### config.mk
export PLATFORM = sky130hd
export DESIGN_NAME = bst_tap
export DESIGN_NICKNAME = d
export VERILOG_FILES = /design/src/bst_pkg.sv /design/src/bst_sync.sv /design/src/bst_tap.sv
export VERILOG_INCLUDE_DIRS = /design/src
export SDC_FILE = /design/constraint.sdc
export NUM_CORES = 1
export LEC_CHECK = 0
export ABC_CLOCK_PERIOD_IN_PS = 2250
export BUFFER_PORTS_ARGS = -buffer_cell sky130_fd_sc_hd__buf_2
export CAP_MARGIN = 20
export CORE_ASPECT_RATIO = 0.8
export CORE_MARGIN = 2
export CORE_UTILIZATION = 55
export CTS_BUF_LIST = sky130_fd_sc_hd__clkbuf_4
export CTS_CLUSTER_SIZE = 40
export DETAILED_ROUTE_END_ITERATION = 10
export PLACE_DENSITY = 0.78
export SETUP_SLACK_MARGIN = 0.05
export SLEW_MARGIN = 20
export SYNTH_ARGS = -nofsm -noshare
export SYNTH_HDL_FRONTEND = slang
export SYNTH_HIERARCHICAL = 1
export SYNTH_SLANG_ARGS = --single-unit
### constraint.sdc
create_clock -name mclk -period 2.25 [get_ports mclk]
set_input_delay 0 -clock mclk [delete_from_list [all_inputs] [get_ports mclk]]
set_output_delay 0 -clock mclk [all_outputs]
set_load 0.03 [all_outputs]
### src/bst_cfg.svh
/*
  Constants of the boundary-scan test port: instruction encodings,
  register lengths, reset values and sampling counts.
  Assumes inclusion by bare name from the package and the modules.
*/
`ifndef BST_CFG_SVH
`define BST_CFG_SVH
`define BST_IR_LEN 4
`define BST_OP_EXTEST 4'h0
`define BST_OP_SAMPLE 4'h1
`define BST_OP_IDCODE 4'h6
`define BST_OP_USERSIG 4'h7
`define BST_OP_CFGLOAD 4'h8
`define BST_OP_CFGDATA 4'h9
`define BST_OP_CFGDONE 4'ha
`define BST_OP_BYPASS 4'hf
`define BST_IR_CAPTURE 4'h1
// Arbitrary identity value, names no real maker or part
`define BST_ID_CODE 32'h0a5c_3001
`define BST_USER_SIG 32'h0000_0000
`define BST_BSR_LEN 8
`define BST_CFG_LEN 16
`define BST_TLR_TMS_CNT 5
`define BST_MIN_PERIOD_NS 100
`define BST_MCLK_NS 20
`endif

### src/bst_pkg.sv
/*
  Types of the boundary-scan test port.
  Assumes the constants header is on the include path.
*/
`include "bst_cfg.svh"
package bst_pkg;
  typedef enum logic [15:0] {
    TLR = 16'h0001, RTI = 16'h0002, SDS = 16'h0004, CDR = 16'h0008,
    SDR = 16'h0010, E1D = 16'h0020, PDR = 16'h0040, E2D = 16'h0080,
    UDR = 16'h0100, SIS = 16'h0200, CIR = 16'h0400, SIR = 16'h0800,
    E1I = 16'h1000, PIR = 16'h2000, E2I = 16'h4000, UIR = 16'h8000
  } bst_state_t;
  typedef struct packed {
    logic tck;
    logic tms;
    logic tdi;
  } bst_pins_t;
  typedef struct packed {
    logic tdo;
    logic tdoEnN;
  } bst_out_t;
endpackage : bst_pkg

### src/bst_sync.sv
/*
  Two-flop synchroniser for the test pins, plus rising/falling edge strobes.
  Assumes pins are asynchronous to mclk and change slower than mclk.
*/
`timescale 1ns/10ps
module bst_sync
  import bst_pkg::*;
#(
  parameter int WIDTH = 3
) (
  input wire logic mclk,
  input wire logic rst,
  input wire logic [WIDTH-1:0] pinIn,
  output logic [WIDTH-1:0] pinSync,
  output logic tckRise,
  output logic tckFall
);
  logic [WIDTH-1:0] meta;
  logic [WIDTH-1:0] sync;
  logic tckLast;
  logic [WIDTH-1:0] next_meta;
  logic [WIDTH-1:0] next_sync;
  logic next_tckLast;

  always_comb begin
    next_meta = pinIn;
    next_sync = meta;
    next_tckLast = sync[WIDTH-1];
  end

  always_ff @(posedge mclk) begin
    if (rst) begin
      meta <= '0;
      sync <= '0;
      tckLast <= 1'b0;
    end else begin
      meta <= next_meta;
      sync <= next_sync;
      tckLast <= next_tckLast;
    end
  end

  assign pinSync = sync;
  assign tckRise = sync[WIDTH-1] & ~tckLast;
  assign tckFall = ~sync[WIDTH-1] & tckLast;
endmodule : bst_sync

### src/bst_tap.sv
/*
  Boundary-scan test access port: controller, instruction register and
  data registers (bypass, identity, user signature, boundary, config load).
  Assumes test pins arrive asynchronously and mclk is far faster than tck.
*/
`timescale 1ns/10ps
`include "bst_cfg.svh"
module bst_tap
  import bst_pkg::*;
#(
  parameter int BSR_LEN = `BST_BSR_LEN,
  parameter int CFG_LEN = `BST_CFG_LEN,
  parameter logic [31:0] ID_CODE = `BST_ID_CODE,
  parameter logic [31:0] USER_SIG = `BST_USER_SIG
) (
  input wire logic mclk,
  input wire logic rst,
  input wire bst_pkg::bst_pins_t testPins,
  input wire logic [BSR_LEN-1:0] pinsIn,
  input wire logic [BSR_LEN-1:0] coreOut,
  output bst_pkg::bst_out_t testOut,
  output logic [BSR_LEN-1:0] pinsOut,
  output logic cfgBusy,
  output logic cfgDone,
  output logic [CFG_LEN-1:0] cfgWord,
  output logic cfgWordValid
);
  localparam int IRL = `BST_IR_LEN;
  localparam int DRL = (BSR_LEN > 32) ? ((CFG_LEN > BSR_LEN) ? CFG_LEN : BSR_LEN)
                     : ((CFG_LEN > 32) ? CFG_LEN : 32);
  // Shortest legal tck period, in mclk cycles
  localparam int TCK_MIN_CYC = (`BST_MIN_PERIOD_NS + `BST_MCLK_NS - 1) / `BST_MCLK_NS;

  bst_pins_t pinSync;
  logic tckRise;
  logic tckFall;

  bst_sync #(.WIDTH(3)) u_sync (
    .mclk(mclk),
    .rst(rst),
    .pinIn(testPins),
    .pinSync(pinSync),
    .tckRise(tckRise),
    .tckFall(tckFall)
  );

  // Board pins are asynchronous to mclk; no edge strobes wanted here
  logic [BSR_LEN-1:0] pinsInSync;

  bst_sync #(.WIDTH(BSR_LEN)) u_pinSync (
    .mclk(mclk),
    .rst(rst),
    .pinIn(pinsIn),
    .pinSync(pinsInSync),
    .tckRise(),
    .tckFall()
  );

  bst_state_t state;
  bst_state_t next_state;
  logic [IRL-1:0] irShift;
  logic [IRL-1:0] ir;
  logic [DRL-1:0] drShift;
  logic [BSR_LEN-1:0] bsrUpdate;
  logic [BSR_LEN-1:0] pinsOutR;
  logic tdoR;
  logic tdoEnNR;
  logic busyR;
  logic doneR;
  logic [CFG_LEN-1:0] cfgWordR;
  logic cfgValidR;
  logic [IRL-1:0] next_irShift;
  logic [IRL-1:0] next_ir;
  logic [DRL-1:0] next_drShift;
  logic [BSR_LEN-1:0] next_bsrUpdate;
  logic [BSR_LEN-1:0] next_pinsOutR;
  logic next_tdoR;
  logic next_tdoEnNR;
  logic next_busyR;
  logic next_doneR;
  logic [CFG_LEN-1:0] next_cfgWordR;
  logic next_cfgValidR;
  logic [31:0] drLen;
  logic tdoBit;

  // Controller transition on tck rising edge
  always_comb begin
    next_state = state;
    if (tckRise) begin
      case (state)
        TLR: next_state = pinSync.tms ? TLR : RTI;
        RTI: next_state = pinSync.tms ? SDS : RTI;
        SDS: next_state = pinSync.tms ? SIS : CDR;
        CDR: next_state = pinSync.tms ? E1D : SDR;
        SDR: next_state = pinSync.tms ? E1D : SDR;
        E1D: next_state = pinSync.tms ? UDR : PDR;
        PDR: next_state = pinSync.tms ? E2D : PDR;
        E2D: next_state = pinSync.tms ? UDR : SDR;
        UDR: next_state = pinSync.tms ? SDS : RTI;
        SIS: next_state = pinSync.tms ? TLR : CIR;
        CIR: next_state = pinSync.tms ? E1I : SIR;
        SIR: next_state = pinSync.tms ? E1I : SIR;
        E1I: next_state = pinSync.tms ? UIR : PIR;
        PIR: next_state = pinSync.tms ? E2I : PIR;
        E2I: next_state = pinSync.tms ? UIR : SIR;
        UIR: next_state = pinSync.tms ? SDS : RTI;
        default: next_state = TLR;
      endcase
    end
  end

  // Selected data register length; unknown opcodes fall back to bypass
  always_comb begin
    case (ir)
      `BST_OP_EXTEST, `BST_OP_SAMPLE: drLen = 32'(BSR_LEN);
      `BST_OP_IDCODE, `BST_OP_USERSIG: drLen = 32'd32;
      `BST_OP_CFGDATA: drLen = 32'(CFG_LEN);
      default: drLen = 32'd1;
    endcase
  end

  assign tdoBit = (state == SIR) ? irShift[0] : drShift[0];

  // Register datapath on tck edges
  always_comb begin
    next_irShift = irShift;
    next_ir = ir;
    next_drShift = drShift;
    next_bsrUpdate = bsrUpdate;
    next_busyR = busyR;
    next_doneR = doneR;
    next_cfgWordR = cfgWordR;
    next_cfgValidR = 1'b0;
    next_tdoR = tdoR;
    next_tdoEnNR = tdoEnNR;
    if (tckRise) begin
      case (state)
        TLR: begin
          next_ir = `BST_OP_IDCODE;
        end
        CIR: next_irShift = `BST_IR_CAPTURE;
        SIR: next_irShift = {pinSync.tdi, irShift[IRL-1:1]};
        UIR: begin
          next_ir = irShift;
          if (irShift == `BST_OP_CFGLOAD) begin
            next_busyR = 1'b1;
            next_doneR = 1'b0;
          end else if (irShift == `BST_OP_CFGDONE && busyR) begin
            next_busyR = 1'b0;
            next_doneR = 1'b1;
          end
        end
        CDR: begin
          next_drShift = '0;
          case (ir)
            `BST_OP_EXTEST, `BST_OP_SAMPLE:
              next_drShift[BSR_LEN-1:0] = pinsInSync;
            `BST_OP_IDCODE: next_drShift[31:0] = ID_CODE;
            `BST_OP_USERSIG: next_drShift[31:0] = USER_SIG;
            default: next_drShift[0] = 1'b0;
          endcase
        end
        SDR: begin
          next_drShift = drShift >> 1;
          next_drShift[drLen-1] = pinSync.tdi;
        end
        UDR: begin
          if (ir == `BST_OP_EXTEST || ir == `BST_OP_SAMPLE)
            next_bsrUpdate = drShift[BSR_LEN-1:0];
          if (ir == `BST_OP_CFGDATA && busyR) begin
            next_cfgWordR = drShift[CFG_LEN-1:0];
            next_cfgValidR = 1'b1;
          end
        end
        default: next_ir = ir;
      endcase
    end
    // Output changes on falling tck, enabled only while shifting
    if (tckFall) begin
      next_tdoR = tdoBit;
      next_tdoEnNR = !(state == SDR || state == SIR);
    end
  end

  // Boundary drive: update stage only under external test
  always_comb begin
    next_pinsOutR = (ir == `BST_OP_EXTEST) ? bsrUpdate : coreOut;
  end

  always_ff @(posedge mclk) begin
    if (rst) begin
      state <= TLR;
      irShift <= '0;
      ir <= `BST_OP_IDCODE;
      drShift <= '0;
      bsrUpdate <= '0;
      pinsOutR <= '0;
      tdoR <= 1'b0;
      tdoEnNR <= 1'b1;
      busyR <= 1'b0;
      doneR <= 1'b0;
      cfgWordR <= '0;
      cfgValidR <= 1'b0;
    end else begin
      state <= next_state;
      irShift <= next_irShift;
      ir <= next_ir;
      drShift <= next_drShift;
      bsrUpdate <= next_bsrUpdate;
      pinsOutR <= next_pinsOutR;
      tdoR <= next_tdoR;
      tdoEnNR <= next_tdoEnNR;
      busyR <= next_busyR;
      doneR <= next_doneR;
      cfgWordR <= next_cfgWordR;
      cfgValidR <= next_cfgValidR;
    end
  end

  assign testOut = {tdoR, tdoEnNR};
  assign pinsOut = pinsOutR;
  assign cfgBusy = busyR;
  assign cfgDone = doneR;
  assign cfgWord = cfgWordR;
  assign cfgWordValid = cfgValidR;
endmodule : bst_tap

==> results_dict.tcl, run 1 <==
set metrics [dict create \
    outcome "finished, final reports clean" \
    period_minus_slack_ns 2.128 \
    drt_iter0_markers 301 \
    report.final.setup_viol 0 \
    path_clk_slew_ns 0.11 \
    grt_setup_unrepaired "yes" \
    placed_cell_area_sq_um 5280 \
    die-area_sq_um 9497 \
    grt_pass1_wl_um 18620 \
    postSynthCellCount 532 \
    nets 640 \
    synth_nets 554 \
    synth_area_sq_um 4801 \
    antenna_found_initial 0 \
    pre_cts_slack_ns 0.08741 \
    initial_core_util 0.5659 \
    drv_slew 0 \
    viasPerCell 5.655 \
    rr_worst_depth 5 \
    place_hpwl_um 7527 \
    ir_drop_mv 0.5361 \
    cts_tree "built" \
    rows 30 \
    critPathCaptureType "register" \
    drive_above_1_share 0.2314 \
    p_leak_nw 2.230 \
    diodes 0 \
    arrival_ns 2.54 \
    numCtsBuffers 17 \
    slew_headroom 0.4186 \
    track_usage 0.2519 \
    power_density_nw_per_um2 684.0 \
    ant_nets 0 \
    synth.avg_cell_area_sq_um 9.024 \
    drt_wl_total_um 11400 \
    max_clock_freq_mhz 469.9 \
    worstSetupStartpointType "register" \
    coreArea_sq_um 8483 \
    hp-class "in -> reg" \
    dieHeight_um 87.57 \
    worst_slew_pin_slew_ns 0.8722 \
    clk_latency_ns 0.49 \
    clockBufferDepth 2 \
    synth_warnings 6 \
    grt_max_degree 90 \
    criticalPathCategory "reg -> reg" \
    routedWlPerCell_um 15.34 \
    fin_crit_sh 0.9458 \
    finalHoldViolCount 0 \
    cap_viol_max_count 0 \
    cts_root_buffer "clkbuf_4" \
    area_delta_synth_final_pct 22.05 \
    post-route-drc-count 0 \
    fin_tns_setup_ns 0 \
    min_path_cells 2 \
    overflow 0 \
    htreeDepth 4 \
    first_pass_iters 5 \
    setup_ws_ns 0.1219 \
    clkSinkCount 116 \
    stdcell_area_sq_um 5859 \
    fp.dieW_um 108.5 \
    vias 4202 \
    io_buffers 49 \
    cp_data_required_time_ns 2.67 \
    nFillCells 670 \
    ios 50 \
    final.setup_skew_ns 0.01725 \
    grt_pass1_vias 3976 \
    crit_fanout 6 \
    place.gp.congestion 0.8611 \
]
==> registers in the layout, indices dropped and copies added, names as in the netlist <==
name,cells
drShift,32
cfgWord,16
state,16
bsrUpdate,8
pinsOut,8
u_pinSync/meta,8
u_pinSync/pinSync,8
irShift,4
ir,4
u_sync/meta,3
u_sync/pinSync,3
cfgBusy,1
cfgDone,1
cfgWordValid,1
tdoEnNR,1
tdoR,1
u_sync/tckLast,1
==> timing repair <==
item	in CTS	in global routing
setup buffers	0	4
resized for setup	0	6
endpoints found under the hold margin	19	0
endpoints found under the setup margin	0	37
hold buffers	19	0
==> metrics by stage <==
| stage | cells | util | hold slack (ns) | total power [mW] |
|---|---|---|---|---|
| after floorplan | 532 | - | 0.07161 | 2.241 |
| after global placement | 688 | 0.6224 | 0.2079 | 2.290 |
| after detailed placement | 688 | 0.6224 | 0.2150 | 2.294 |
| after CTS | 739 | 0.6845 | 0.05343 | 4.041 |
| after global routing | 743 | 0.6907 | 0.08433 | 4.148 |
| final | 743 | 0.6907 | 0.07997 | 4.008 |
==> per-layer routing <==
layer / wire length, um / GRT usage / part of all wire
met2: 5046 / 0.3864 / 0.44
met1: 5409 / 0.3472 / 0.47
met4: 150 / 0.08275 / 0.013
met5: 0 / 0 / 0
met3: 794 / 0.06920 / 0.070
==> layout make-up <==
type | count | area, sq um | area share
Clock buffer | 18 | 135.1 | 0.02306
Clock inverter | 14 | 201.4 | 0.03438
Sequential cell | 116 | 2325 | 0.3968
Tap cell | 112 | 140.1 | 0.02392
Multi-Input combinational cell | 369 | 2288 | 0.3906
Timing Repair Buffer | 107 | 743.2 | 0.1268
Inverter | 7 | 26.28 | 0.004484
==> worst max-delay path, cell delays in order, from the launching register on <==
cell and delay (ns):
dfxtp_1 0.37, nor4_4 0.49, nand3_4 0.18, or4_4 0.53, or3_1 0.34, a21oi_2 0.14
==> final timing paths <==
path,from,endpoint,slack [ns]
max,state[13],irShift[1],0.12
min,rst,drShift[29],0.08
max reg2reg,state[13],irShift[1],0.12
min reg2reg,u_pinSync/meta[0],u_pinSync/pinSync[0],0.45
==> power breakdown <==
part           leakage [nW]  switching (mW)  internal, mW
logic                  1.12           0.103        0.0810
clock network         0.173           0.822         0.908
registers             0.941          0.0118          2.08
total                  2.23           0.937          3.07
==> layout by cell type (no fill, tap or decap), types with 7 or more instances in the layout <==
master,instances
a211oi_1,17
a21oi_1,32
a22oi_1,18
and3_1,9
buf_2,48
buf_4,39
clkbuf_4,18
dfxtp_1,114
dlygate4sd3_1,19
inv_1,7
mux2i_1,20
nand2_1,58
nand3_1,11
nor2_1,66
nor2b_1,23
nor3_1,16
nor4_1,7
o21ai_0,7
or4_1,8
(Power assumes the default switching activity.)
==> inputs of run 2 (changes only) <==
Settings changed: ABC_AREA from default to 1.
==> results_dict.tcl, run 2 <==
set metrics [dict create \
    final_cell_mix "132 x nand2_1, 116 x dfxtp_1, 96 x nor2_1" \
    power.internal_mw 2.806 \
    overflow 0 \
    htreeDepth 4 \
    antenna_found_initial 0 \
    p_leak_nw 2.487 \
    grt_setup_unrepaired "no" \
    fp.dieW_um 109.5 \
    critPathCaptureType "register" \
    hold_end "pinsOut[5]" \
    numCtsBuffers 17 \
    post-route-drc-count 0 \
    report.final.setup_viol 0 \
    vias 4441 \
    cts_root_buffer "clkbuf_4" \
    coreArea_sq_um 8558 \
    grt_pass1_vias 4136 \
    fin_crit_sh 0.8465 \
    hold_path_startpoint "rst" \
    cp_data_required_time_ns 2.62 \
    postSynthCellCount 664 \
    grt_pass1_wl_um 18540 \
    max_flop_register "drShift" \
    hp-class "in -> reg" \
    largest_reg_flops 32 \
    path_clk_slew_ns 0.11 \
    initial_core_util 0.5718 \
    clockBufferDepth 2 \
    cap_viol_max_count 0 \
    final_common_cell "nand2_1" \
    track_usage 0.2469 \
    slew_headroom 0.4502 \
    clkSinkCount 116 \
    p_sw_frac 0.2404 \
    die-area_sq_um 9672 \
    synth_warnings 6 \
    rr_worst_depth 8 \
    area_delta_synth_final_pct 15.49 \
    p_clk_frac 0.385 \
    synth_area_sq_um 4893 \
    drv_slew 0 \
    cts_tree "built" \
    period_minus_slack_ns 1.905 \
    final.setup_skew_ns 0.01972 \
    place.gp.congestion 0.9339 \
    criticalPathCategory "reg -> reg" \
    post-place-cells 806 \
    arrival_ns 2.27 \
    dieHeight_um 88.37 \
    rr_startpoint "state[4]" \
    synth.avg_cell_area_sq_um 7.370 \
    crit_fanout 16 \
    ir_drop_mv 0.4612 \
    first_pass_iters 5 \
    rows 30 \
    nets 755 \
    fin_cells 857 \
    outcome "finished, final reports clean" \
    worst_slew_pin_slew_ns 0.8246 \
    finalHoldViolCount 0 \
    power.total_mw 3.694 \
    place_hpwl_um 7472 \
    io_buffers 49 \
    power_density_nw_per_um2 653.6 \
    max_clock_freq_mhz 525.0 \
    min_path_cells 4 \
    grt_max_degree 79 \
    ios 50 \
    fin_tns_setup_ns 0 \
    clk_latency_ns 0.52 \
    seqPwrFrac 0.566 \
    r2r_slack_ns 0.35 \
    viasPerCell 5.182 \
    drt_iter0_markers 389 \
    synth_nets 686 \
    placed_cell_area_sq_um 5181 \
    worstSetupStartpointType "register" \
    diodes 0 \
    drive_above_1_share 0.1517 \
    r2r_end "drShift[11]" \
    p_switching_uw 887.9 \
    ant_nets 0 \
    comb_power_share 0.048 \
    stdcell_area_sq_um 5652 \
    routedWlPerCell_um 13.18 \
    drt_wl_total_um 11290 \
]
[run 2: cell type report]
class | instances | area, sq um
fill | 721 | 2907
multi-input combinational | 425 | 2052
sequential | 116 | 2322
inverter | 95 | 356.6
timing repair buffer | 78 | 523.0
clock inverter | 12 | 115.1
clock buffer | 19 | 142.6
tap | 112 | 140.1
[run 2: timing repair]
item / 4_1_cts / 5_1_grt
hold buffers: 19 / 0
endpoints found under the setup margin: 0 / 4
buffers inserted: 0 / 1
gates resized for setup: 0 / 1
endpoints found under the hold margin: 19 / 0
[run 2: per-stage QoR]
stage | util | hold slack [ns] | setup slack (ns)
after floorplan | - | 0.07118 | 0.6920
after global placement | 0.6054 | 0.1991 | 0.4512
after detailed placement | 0.6054 | 0.2046 | 0.3016
after CTS | 0.6577 | 0.01856 | 0.2807
after global routing | 0.6604 | 0.07986 | 0.1520
final | 0.6604 | 0.05764 | 0.3454
[run 2: worst max-delay path by stage]
stage | startpoint | endpoint | cells after the start
after floorplan | ir[3] | drShift[7] | 13
after global placement | u_sync/pinSync[2] | bsrUpdate[5] | 6
after detailed placement | state[2] | bsrUpdate[5] | 7
after CTS | state[2] | bsrUpdate[2] | 7
after global routing | state[4] | drShift[21] | 8
final | state[4] | drShift[11] | 8
[run 2: layer usage]
| layer | track usage | up-vias | wire length, um |
|---|---|---|---|
| met5 | 0 | - | 0 |
| met4 | 0.1139 | 0 | 202 |
| met3 | 0.05596 | 23 | 632 |
| met2 | 0.4029 | 132 | 5333 |
| met1 | 0.3137 | 2033 | 5123 |
| li1 | - | 2253 | - |
[run 2: worst max-delay path, stage by stage, from the launching register on]
cell,delay (ns)
dfxtp_1,0.35
nor2_1,0.19
nand2_1,0.15
inv_1,0.19
nand3_1,0.10
nand2_1,0.11
nand2_1,0.37
nand2_1,0.20
a21oi_1,0.09
[run 2: power by group through the flow]
stage,Combinational [mW],Clock [mW],Sequential (mW)
3_5_place_dp,0.150,0,2.14
5_1_grt,0.195,1.53,2.10
2_1_floorplan,0.0932,0,2.15
4_1_cts,0.176,1.44,2.09
3_3_place_gp,0.146,0,2.14
6_report,0.178,1.42,2.09
==> inputs of run 3 (changes only) <==
Settings changed: ABC_CLOCK_PERIOD_IN_PS 2250 to 1800, CORE_UTILIZATION 55 to 61, PLACE_DENSITY 0.78 to 0.82.
Clock period 2.25 ns to 1.8 ns, I/O delays scaled along.
==> results_dict.tcl, run 3 (synthesis gave the netlist of run 2 again) <==
set metrics [dict create \
    outcome "finished, final reports clean" \
    setup_ws_ns 0.1258 \
    largest_reg_flops 32 \
    critPathSlowestCell "dfxtp_1" \
    grt_setup_unrepaired "yes" \
    clkSinkCount 116 \
    hold_end "u_sync/meta[1]" \
    arrival_ns 2.14 \
    min_path_cells 4 \
    r2r_slack_ns 0.13 \
    dr.max_layer_used "met4" \
    nFillCells 570 \
    critPathCaptureType "register" \
    rows 29 \
    final_cell_mix "130 x nand2_1, 108 x dfxtp_1, 89 x nor2_1, 89 x inv_1, 65 x a21oi_1" \
    routedWlPerCell_um 14.09 \
    grt_pass1_vias 4362 \
    fin_crit_sh 0.9301 \
    path_clk_slew_ns 0.11 \
    fin_tns_setup_ns 0 \
    clockBufferDepth 2 \
    p_leak_nw 2.639 \
    routedLengthMet1_um 5202 \
    worst_slew_pin_slew_ns 0.3936 \
    initial_core_util 0.6215 \
    cap_viol_max_count 0 \
    drt_iter0_markers 402 \
    worstSetupStartpointType "register" \
    vias 4660 \
    viasPerCell 5.301 \
    cts_tree "built" \
    post-place-cells 810 \
    criticalPathCategory "reg -> reg" \
    drt_wl_total_um 12380 \
    final_common_cell "nand2_1" \
    power_density_nw_per_um2 794.7 \
    grt_pass1_wl_um 20270 \
    diodes 0 \
    coreArea_sq_um 7874 \
    fp.dieW_um 104.1 \
    utilization 0.7554 \
    first_pass_iters 5 \
    numCtsBuffers 17 \
    path_buf_inv 2 \
    die-area_sq_um 8759 \
    area_delta_synth_final_pct 21.55 \
    hold_path_startpoint "testPins[1]" \
    ir_drop_mv 0.4720 \
    rr_startpoint "state[0]" \
    final.setup_skew_ns 0.02184 \
    hp-class "in -> reg" \
    report.final.setup_viol 0 \
    worst_path_dominant_cell_family "simple AND/OR/NAND/NOR gates" \
    place_hpwl_um 7794 \
    drv_slew 0 \
    post-route-drc-count 0 \
    ios 50 \
    rr_worst_depth 10 \
    track_usage 0.2891 \
    clk_latency_ns 0.54 \
    nets 780 \
    drive_above_1_share 0.2023 \
    grt_max_degree 39 \
    fin_cells 879 \
    wl_met2_um 5875 \
    cts_root_buffer "clkbuf_4" \
    io_buffers 49 \
    dieHeight_um 84.11 \
    finalHoldViolCount 0 \
    wl_met3_um 964 \
    pre_cts_slack_ns 0.009331 \
    max_clock_freq_mhz 597.3 \
    crit_chain "nor2_2, inv_1, nor3_2, nand3_2, nand2_8, nand2_8, buf_4, nand2_1, nand2_1, a21oi_1" \
    max_stage_delay_ns 0.35 \
    slew_headroom 0.7376 \
    crit_fanout 10 \
    max_flop_register "drShift" \
    period_minus_slack_ns 1.674 \
    htreeDepth 4 \
    cp_data_required_time_ns 2.26 \
    ant_nets 0 \
    antenna_found_initial 0 \
    r2r_end "drShift[18]" \
    place.gp.congestion 0.9067 \
    overflow 0 \
]
run 3: changes by cell type in the layout (fill, tap and decap cells not counted), moves of 3 or more:
cell           before  now
dfxtp_2             0    7
nor2_1             96   89
clkinv_4            0    3
inv_1              93   89
buf_4               9   24
clkinv_2            5    2
dlygate4sd3_1      19   27
inv_8               0    3
nor2_2              5    9
nor2_4              4    7
inv_6               0    3
inv_2               0    4
dfxtp_1           116  108
run 3: layout make-up:
cell class / count / area [sq um] / area share
Clock buffer: 17 / 127.6 / 0.02146
Multi-Input combinational cell: 425 / 2107 / 0.3542
Timing Repair Buffer: 103 / 738.2 / 0.1241
Tap cell: 108 / 135.1 / 0.02272
Sequential cell: 116 / 2335 / 0.3925
Inverter: 95 / 356.6 / 0.05995
Clock inverter: 15 / 148.9 / 0.02503
run 3: repair_timing:
action                     in CTS  in global routing
hold endpoints to repair       33                  0
setup endpoints to repair       3                 66
buffers inserted                1                  9
gates cloned                    0                  0
resized for setup               5                 26
pin swaps                       1                  8
hold buffers                   27                  0
run 3: worst max path at each step:
stage                         start          end  slack, ns  depth (start not counted)
after floorplan               ir[3]   drShift[7]       0.24                         13
after global placement        ir[3]   drShift[0]       0.13                         13
after detailed placement      ir[3]   drShift[7]      0.009                         13
after CTS                 state[12]  drShift[18]       0.05                         10
after global routing          ir[3]   drShift[7]     -0.003                         13
final                      state[0]  drShift[18]       0.13                         10
run 3: layer usage:
metal,track usage,vias up
li1,-,2303
met2,0.4773,233
met4,0.1093,0
met1,0.3665,2084
met3,0.07572,40
met5,0,-
run 3: stage by stage:
step           instance area [sq um]  hold WS (ns)  total power [mW]
2_1_floorplan                   4893       0.07118             2.807
3_3_place_gp                    5249        0.1990             2.863
3_5_place_dp                    5249        0.2057             2.869
4_1_cts                         5817        0.1820             4.718
5_1_grt                         5948        0.1906             4.901
6_report                        5948        0.2084             4.727
run 3: worst min-delay path, delay by kind of cell:
kind                   cells  cell delay, ns
buffers and inverters      3            0.64
AND/OR/NAND/NOR            1            0.07
run 3: report_power, final:
group | internal, mW | switching [mW]
sequential | 2.60 | 0.0142
clock | 0.723 | 1.13
combinational | 0.104 | 0.151
total | 3.43 | 1.30
